===== src/psl_pkg.sv =====
package psl_pkg;

   // Register bus shape
   localparam int ADDR_W = 16;
   localparam int DATA_W = 32;

   // Register offsets (byte addresses)
   localparam logic [15:0] OFS_ROOT_PORT_CONFIG = 16'h0224;
   localparam logic [15:0] OFS_GENERAL_CHIP_CONTROL = 16'h3410;
   localparam logic [15:0] OFS_BOOT_SWAP_CONTROL = 16'h3414;

   // Field positions
   localparam int BIT_PORT_CFG0 = 0;
   localparam int BIT_PORT_CFG1 = 1;
   localparam int BIT_BOOT_DEST = 3;
   localparam int BIT_NO_REBOOT = 5;
   localparam int BIT_TOP_SWAP = 0;
   localparam int BIT_SWAP_ADDR = 16;

   // Values after reset
   localparam logic RST_TOP_SWAP = 1'b0;
   localparam logic RST_NO_REBOOT = 1'b0;
   localparam logic RST_BOOT_DEST = 1'b0;
   localparam logic [1:0] RST_PORT_CFG = 2'h0;
   localparam logic RST_XOR_MODE = 1'b0;
   localparam logic RST_VRM25_STRAP = 1'b1;
   localparam logic RST_PG_PREV = 1'b0;
   localparam logic RST_RSM_PREV = 1'b0;

   // Pull-up release time on the 2.5 V regulator strap
   localparam int CLK_FREQ_KHZ = 100000;
   localparam int PULLUP_REL_MS = 100;
   localparam int PULLUP_REL_CYC = PULLUP_REL_MS * CLK_FREQ_KHZ;
   localparam int PULL_CNT_W = 24;

   // Boot firmware cycle carrier
   typedef struct packed {
      logic valid;
      logic [31:0] addr;
   } psl_fw_cyc_type;

endpackage : psl_pkg


===== src/psl_top.sv =====
// Strobed register access is this design's own decision.
`timescale 1ns/1ps
`default_nettype none

module psl_top
   import psl_pkg::*;
#(
   parameter int PULLUP_CYC = PULLUP_REL_CYC
) (
   input wire logic mclk,
   input wire logic srst,
   input wire logic core_power_good,
   input wire logic resume_well_reset_n,
   input wire logic swap_strap_pin,
   input wire logic no_reboot_strap_pin,
   input wire logic resume_regulator_enable_pin,
   input wire logic boot_destination_pin,
   input wire logic audio_serial_out_strap,
   input wire logic audio_sync_strap,
   input wire logic test_entry_pin,
   input wire logic gpio25_in,
   output logic gpio25_out,
   output logic gpio25_oe_n,
   input wire logic wdt_reboot_req,
   output logic sys_reboot,
   input wire psl_fw_cyc_type fw_in,
   output psl_fw_cyc_type fw_out,
   output logic boot_to_lpc,
   output logic xor_chain_mode,
   output logic resume_reg_en,
   output logic vrm25_en,
   input wire logic [ADDR_W-1:0] reg_addr,
   input wire logic [DATA_W-1:0] reg_wdata,
   input wire logic reg_wr,
   input wire logic reg_rd,
   output logic [DATA_W-1:0] reg_rdata
);

   if (PULLUP_CYC < 1 || PULLUP_CYC > (2 ** PULL_CNT_W) - 1) begin : g_chk
      $error("PULLUP_CYC out of range");
   end

   logic pg_prev_r;
   logic rsm_prev_r;
   logic top_swap_r;
   logic top_swap_nxt;
   logic swap_locked_r;
   logic no_reboot_r;
   logic boot_dest_r;
   logic boot_dest_nxt;
   logic [1:0] port_cfg_r;
   logic [1:0] port_cfg_nxt;
   logic xor_mode_r;
   logic vrm25_strap_r;
   logic pull_on_r;
   logic [PULL_CNT_W-1:0] pull_cnt_r;
   logic [DATA_W-1:0] reg_rdata_nxt;
   psl_fw_cyc_type fw_out_r;

   // Edge detection on the sequencing inputs
   wire pg_rise = core_power_good & ~pg_prev_r;
   wire rsm_rise = resume_well_reset_n & ~rsm_prev_r;

   // Register decode
   wire sel_pcfg = (reg_addr == OFS_ROOT_PORT_CONFIG);
   wire sel_gcc = (reg_addr == OFS_GENERAL_CHIP_CONTROL);
   wire sel_bsc = (reg_addr == OFS_BOOT_SWAP_CONTROL);
   wire wr_gcc = reg_wr & sel_gcc;
   wire wr_bsc = reg_wr & sel_bsc;
   wire wdat_swap = reg_wdata[BIT_TOP_SWAP];
   wire wdat_dest = reg_wdata[BIT_BOOT_DEST];
   wire pull_done = (pull_cnt_r == PULL_CNT_W'(PULLUP_CYC - 1));

   always_ff @(posedge mclk) begin
      if (srst) begin
         pg_prev_r <= RST_PG_PREV;
         rsm_prev_r <= RST_RSM_PREV;
      end else begin
         pg_prev_r <= core_power_good;
         rsm_prev_r <= resume_well_reset_n;
      end
   end

   always_comb begin
      top_swap_nxt = top_swap_r;
      if (wr_bsc && (wdat_swap || !swap_locked_r)) begin
         top_swap_nxt = wdat_swap;
      end
      if (pg_rise) begin
         top_swap_nxt = ~swap_strap_pin;
      end
   end

   always_comb begin
      boot_dest_nxt = boot_dest_r;
      if (wr_gcc) begin
         boot_dest_nxt = wdat_dest;
      end
      if (pg_rise) begin
         boot_dest_nxt = boot_destination_pin;
      end
   end

   always_comb begin
      port_cfg_nxt = port_cfg_r;
      if (pg_rise) begin
         port_cfg_nxt[BIT_PORT_CFG0] = audio_sync_strap;
         if (test_entry_pin) begin
            port_cfg_nxt[BIT_PORT_CFG1] = audio_serial_out_strap;
         end
      end
   end

   always_ff @(posedge mclk) begin
      if (srst) begin
         top_swap_r <= RST_TOP_SWAP;
         swap_locked_r <= RST_TOP_SWAP;
         boot_dest_r <= RST_BOOT_DEST;
         port_cfg_r <= RST_PORT_CFG;
      end else begin
         top_swap_r <= top_swap_nxt;
         boot_dest_r <= boot_dest_nxt;
         port_cfg_r <= port_cfg_nxt;
         if (pg_rise) begin
            swap_locked_r <= ~swap_strap_pin;
         end
      end
   end

   always_ff @(posedge mclk) begin
      if (srst) begin
         no_reboot_r <= RST_NO_REBOOT;
         xor_mode_r <= RST_XOR_MODE;
      end else if (pg_rise) begin
         no_reboot_r <= no_reboot_strap_pin;
         xor_mode_r <= ~test_entry_pin;
      end
   end

   always_ff @(posedge mclk) begin
      if (srst) begin
         vrm25_strap_r <= RST_VRM25_STRAP;
      end else if (rsm_rise) begin
         vrm25_strap_r <= gpio25_in;
      end
   end

   always_ff @(posedge mclk) begin
      if (srst || !resume_well_reset_n) begin
         pull_on_r <= 1'b1;
         pull_cnt_r <= '0;
      end else if (pull_on_r) begin
         if (pull_done) begin
            pull_on_r <= 1'b0;
         end else begin
            pull_cnt_r <= pull_cnt_r + PULL_CNT_W'(1);
         end
      end
   end

   // Pull-up drives a constant high; enable is active low
   assign gpio25_out = 1'b1;
   assign gpio25_oe_n = ~pull_on_r;

   assign vrm25_en = ~vrm25_strap_r;
   assign resume_reg_en = resume_regulator_enable_pin;
   assign sys_reboot = wdt_reboot_req & ~no_reboot_r;

   assign boot_to_lpc = boot_dest_r;
   assign xor_chain_mode = xor_mode_r;

   always_ff @(posedge mclk) begin
      if (srst) begin
         fw_out_r <= '0;
      end else begin
         fw_out_r.valid <= fw_in.valid;
         fw_out_r.addr <= fw_in.addr;
         if (fw_in.valid && top_swap_r) begin
            fw_out_r.addr[BIT_SWAP_ADDR] <= ~fw_in.addr[BIT_SWAP_ADDR];
         end
      end
   end
   assign fw_out = fw_out_r;

   always_comb begin
      reg_rdata_nxt = '0;
      if (reg_rd) begin
         if (sel_pcfg) begin
            reg_rdata_nxt[1:0] = port_cfg_r;
         end
         if (sel_gcc) begin
            reg_rdata_nxt[BIT_NO_REBOOT] = no_reboot_r;
            reg_rdata_nxt[BIT_BOOT_DEST] = boot_dest_r;
         end
         if (sel_bsc) begin
            reg_rdata_nxt[BIT_TOP_SWAP] = top_swap_r;
         end
      end
   end

   // Read data stands only in the cycle after the strobe
   always_ff @(posedge mclk) begin
      if (srst) begin
         reg_rdata <= '0;
      end else begin
         reg_rdata <= reg_rdata_nxt;
      end
   end

   wire a16_in = fw_in.addr[BIT_SWAP_ADDR];
   wire a16_out = fw_out.addr[BIT_SWAP_ADDR];
   wire [DATA_W-1:0] rd_mon = reg_rdata;
endmodule : psl_top

`default_nettype wire


===== config.mk =====
export PLATFORM = sky130hd
export DESIGN_NAME = psl_top
export DESIGN_NICKNAME = d
export VERILOG_FILES = /design/src/psl_pkg.sv /design/src/psl_top.sv
export SDC_FILE = /design/constraint.sdc
export NUM_CORES = 1
export LEC_CHECK = 0
export BUFFER_PORTS_ARGS = -buffer_cell sky130_fd_sc_hd__buf_2
export CAP_MARGIN = 25
export CORE_ASPECT_RATIO = 2
export CORE_MARGIN = 4
export CORE_UTILIZATION = 49
export CTS_BUF_LIST = sky130_fd_sc_hd__clkbuf_8
export CTS_CLUSTER_SIZE = 14
export DETAILED_ROUTE_END_ITERATION = 7
export PLACE_DENSITY = 0.88
export RECOVER_POWER = 50
export SYNTH_ARGS = -nofsm -noshare
export SYNTH_HDL_FRONTEND = slang
export SYNTH_SLANG_ARGS = --single-unit

===== constraint.sdc =====
create_clock -name mclk -period 3.2 [get_ports mclk]
set_clock_uncertainty 0.2 [all_clocks]
set_input_delay 0.48 -clock mclk [delete_from_list [all_inputs] [get_ports mclk]]
set_output_delay 0.48 -clock mclk [all_outputs]
set_load 0.05 [all_outputs]

# == Word level (Yosys, flattened, before mapping) ==
# Index checks and enable logic that the tools add are counted.
# word_totals
regBits,100
input_bits,96
out_inout_bits,72
word_cells,62
# classes
add_sub_neg,1
eq_ne,4
n_mux,9
bitwise,17
reduce_logical,13
# ops
operator,n
== test 16 x 14 -> 1 bit (second input constant),2
adder 24 x 1 -> 24 bit (second input constant),1
== test 24 bit (second input constant),1
== test 16 x 10 -> 1 bit (second input constant),1
NOT 1 bit,12
2-to-1 mux 1 bit,8
OR reduction 3 bit,2
bitwise AND 1 bit,5
AND reduction 2 bit,2
nonzero test 2 bit,2
logical AND 1 bit,2
logical NOT 1 bit,2
logical OR 1 bit,2
2-to-1 mux 2 bit,1
OR reduction 2 bit,1

# == Longest topological paths before layout ==
# logic_depth
ltp_word,5
depth_mapped,6
mapped_depth_nobuf,6

# == Least setup slack after synthesis ==
# Ideal clock, no wire load.
# synth_path
path_type,input to register
startpoint,input reg_addr[7]
endpoint,register top_swap_r
setup_time_ps,95
t_arrival_ps,1816
required_time_ps,2905
setup_slack_ps,1089
stages,5
n_path_buf,0
path_cell_list,or4_4 > nor4_4 > nand4_1 > mux2i_1 > a221oi_1
# synth_via
elab_chain_cells,4
# synth_lines
item,line,source
"start, declared",psl_top.sv:32,"input wire logic [ADDR_W-1:0] reg_addr,"
== test 16 x 14 -> 1 bit,psl_top.sv:67,wire sel_bsc = (reg_addr == OFS_BOOT_SWAP_CONTROL);
bitwise AND 1 bit,psl_top.sv:69,wire wr_bsc = reg_wr & sel_bsc;
logical AND 1 bit,psl_top.sv:86,if (wr_bsc && (wdat_swap || !swap_locked_r)) begin
nonzero test 2 bit (no source line),--,
"end signal, assigned",psl_top.sv:121,top_swap_r <= top_swap_nxt;
"end, declared",psl_top.sv:45,logic top_swap_r;
# No other way between the ends.
# A chain may end at the register's enable or synchronous reset.

# == Worst setup path in the final report ==
# layout_path
startpoint,input srst
endpoint,"register fw_out_r, in the netlist fw_out[21]"
# layout_lines
item,line,source
"start, declared",psl_top.sv:11,"input wire logic srst,"
"end, declared",psl_top.sv:58,psl_fw_cyc_type fw_out_r;
# No word-level cell between the ends.

==> key figures <==
Yosys
  • Number of distinct library cells after synthesis: 47
  • Top post-synthesis cells by area: dfxtp_1, nor2b_1, buf_4
  • Synth async-reset ratio: 0
  • Synthesized area per cell: 9.61 um2
  • Cell count after synthesis: 304
  • FF+latch count, synth: 72
  • Fraction of post-synthesis cell area in the top cell type by area: 0.493
  • Share of synthesized area occupied by flip-flops and latches: 0.493
  • Post-synth EDFFs: 0
  • Top FF cell, synth: dfxtp_1
  • Cell area after synthesis: 2920 um2
  • Synth warnings: 0
  • Most area-hungry cell type in the Yosys netlist: dfxtp_1

Route
  • Total Wirelength: 6.67 mm
  • Initial DRT Pass Iterations: 5
  • Wire per inst: 14.0 um
  • Via-per-instance ratio: 5.02
  • DR DRC count: 0
  • Total via count after detailed routing: 2401
  • Initial DRC Count: 70
  • Post-DRT Antenna Nets: 0

Clocking
  • H-tree depth: 3
  • Clock transition at the register clock pins on the worst setup and hold paths after CTS: 80 ps
  • Buffer cell driving the clock tree root: clkbuf_8
  • Clk_lat worst skew: 350 ps
  • Post-CTS Hold Fix Bufs: 0
  • Clock buffer count from CTS: 9
  • Clock tree from TritonCTS: yes
  • Setup bufs post-CTS: 0
  • Number of gates given a new drive strength after cts: 0
  • Sinks on Clock Net: 72
  • Worst-case clock buffer depth: 2

Worst setup path
  • Category of the worst setup path capture point: flop
  • Arrival @ worst endpoint: 2040 ps
  • Worst Path Max Fanout: 31
  • Critical-path cell with the highest stage delay: clkbuf_1
  • Most prevalent standard cell on the critical path: clkbuf_1
  • Required arrival time at the worst endpoint: 3190 ps
  • Startpoint-to-endpoint class of the critical path: in2reg
  • Largest stage delay on the critical path: 940 ps
  • Crit path cell chain: clkbuf_1 -> clkbuf_1 -> nor2b_1
  • Startpoint Class: input pin

Floorplan
  • Total number of placement rows: 39
  • Placeable core region: 5760 um2
  • Initial core utilization: 0.508
  • Total I/O pin count: 168
  • Die ar.: 7340 um2
  • Die height: 117 um
  • DIE WIDTH: 62.6 um

Pwr
  • Leakage: 0.00158 uW
  • Switching fraction of total power: 0.288
  • Clock share of power: 0.393
  • Worst ir drop on vdd: 0.450 mV
  • Internal cell power: 1440 uW
  • Cell Pwr Density: 563 nW/um2
  • Combinational cell fraction of total power: 0.143
  • Switching component of the power: 583 uW
  • Sequential power share: 0.464

Placed design
  • HPWL after DPL: 5.28 mm
  • Placed Cells: 462
  • Number of port buffers: 106
  • Pre-CTS WS: 886 ps
  • Routability cong.: 0.792

Global route
  • Largest net degree at the start of global routing: 32
  • Number of antenna violations at the first check in global routing: 0
  • Remaining global-route overflow: 0
  • First-pass GRT wire length: 10.4 mm
  • Vias in the first global route: 2411
  • GRT Util Overall: 0.181

Timing
  • Final worst slack: 1140 ps
  • Final period demand of the worst path: 2060 ps
  • Setup TNS: 0 ps
  • Highest attainable clock frequency: 0.486 GHz
  • RSZ-0062 raised after global routing: no
  • Final number of hold-violating endpoints: 0
  • Slew Limit Headroom: 0.206
  • Number of setup violations in the final report: 0
  • Smallest hold slack: 129 ps
  • Tightest Pin Transition: 1190 ps
  • Pins Over Slew Limit: 0
  • Fin crit share: 0.643

Finish
  • NumNets Final: 509
  • Number of cells in the finished layout apart from fillers: 478
  • Layout Area Growth over Synthesis: 22.9%
  • Number of fillers in the final layout: 479
  • Layout cells sized above 1: 0.281
  • Antenna cells: 0

Status
  • Result of the run: complete, no violations

Run
  • Max-cap violations: 0

Min path
  • Type of the most critical hold path: in2reg
-- synth_stat cells (2+ instances only) --
cell / instances
a211oi_1: 2
a21oi_1: 8
and2_1: 3
and3_1: 3
and4_1: 3
and4b_1: 2
buf_4: 30
clkbuf_1: 8
conb_1: 2
dfxtp_1: 72
inv_1: 5
mux2i_1: 3
nand2_1: 19
nand2b_1: 3
nand3_1: 12
nand4_1: 6
nor2_1: 24
nor2b_1: 37
nor3_1: 2
nor4_1: 9
o211ai_1: 2
o21ai_0: 6
or3_1: 3
or4_1: 2
xnor2_1: 10
xor2_1: 7
-- path summary, 6_finish.rpt --
path,start,to,slack (ps),depth (start not counted)
hold / removal,swap_strap_pin,swap_locked_r,130,2
setup reg to reg,pull_cnt_r[0],pull_cnt_r[0],1190,6
setup / recovery,srst,fw_out[21],1140,3
hold reg to reg,port_cfg_r[1],port_cfg_r[1],260,2
-- placed cells by master (no fill, tap or decap), types with 2 or more instances in the layout --
master	netlist	routed
o21ai_0	6	6
and3_1	3	3
nand4_1	6	6
o211ai_1	2	2
nor4_1	9	9
inv_6	0	3
a211oi_1	2	2
nand3_1	12	12
buf_2	0	92
or4_1	2	2
nor3_1	2	2
clkbuf_8	0	9
conb_1	2	29
dfxtp_1	72	72
and4b_1	2	2
nor2b_1	37	37
nand2_1	19	19
bufinv_16	0	2
and2_1	3	3
a21oi_1	8	8
xor2_1	7	7
or3_1	3	3
clkbuf_1	8	15
xnor2_1	10	10
mux2i_1	3	3
nor2_1	24	24
and4_1	3	4
nand2b_1	3	3
inv_1	5	5
-- cells by family (layout without fill, tap and decap cells) --
| logic type | Yosys count | count (layout) | share of synthesized area |
|---|---|---|---|
| and+or+nand+nor | 141 | 141 | 0.292 |
| xor gates and xnor gates | 17 | 17 | 0.0509 |
| other | 2 | 29 | 0.00257 |
| adders and majority gates | 1 | 1 | 0.00428 |
| AOI/OAI and AO/OA | 24 | 24 | 0.0522 |
| DFF | 72 | 72 | 0.493 |
| muxes | 3 | 3 | 0.0103 |
| buffers and inverters | 44 | 130 | 0.0950 |
-- power by group through the flow --
| stage | logic, uW | registers (uW) | clock network (uW) |
|---|---|---|---|
| 6_report | 289 | 938 | 796 |
| 5_1_grt | 306 | 942 | 850 |
| 4_1_cts | 292 | 938 | 811 |
| 3_5_place_dp | 292 | 959 | 0 |
| 3_3_place_gp | 288 | 957 | 0 |
| 2_1_floorplan | 159 | 1040 | 0 |
-- state kept, by name, summed over array words and instances, names as in the netlist, 2 cells and up --
register    flops
port_cfg_r      2
reg_rdata       4
pull_cnt_r     24
fw_out         33
-- through the flow --
step | utilization | power (uW) | cell area, um2
floorplan | - | 1200 | 3020
global placement | 0.589 | 1240 | 3390
detailed placement | 0.589 | 1250 | 3390
CTS | 0.628 | 2040 | 3610
global route | 0.624 | 2100 | 3590
finish | 0.624 | 2020 | 3590
-- worst max-delay path: cells and delay by family --
kind | cells | cell delay [ps]
buffers and inverters | 2 | 1420
and+or+nand+nor | 1 | 150
-- cell type report --
cell class	count	area, um2	share of cell area
timing repair buffer	108	524	0.146
clock buffer	9	124	0.0345
tap	61	76.3	0.0212
multi-input combinational	215	1300	0.363
sequential	72	1440	0.401
clock inverter	7	100	0.0279
inverter	6	22.5	0.00627
-- metal layers --
metal | vias to the layer above | routed length (um) | GRT usage
li1 | 1192 | - | -
met1 | 1103 | 2190 | 0.162
met2 | 85 | 3820 | 0.354
met3 | 21 | 453 | 0.0621
met4 | 0 | 204 | 0.0914
met5 | - | 0 | 0
Note: power is estimated with default switching activity, not from simulation.
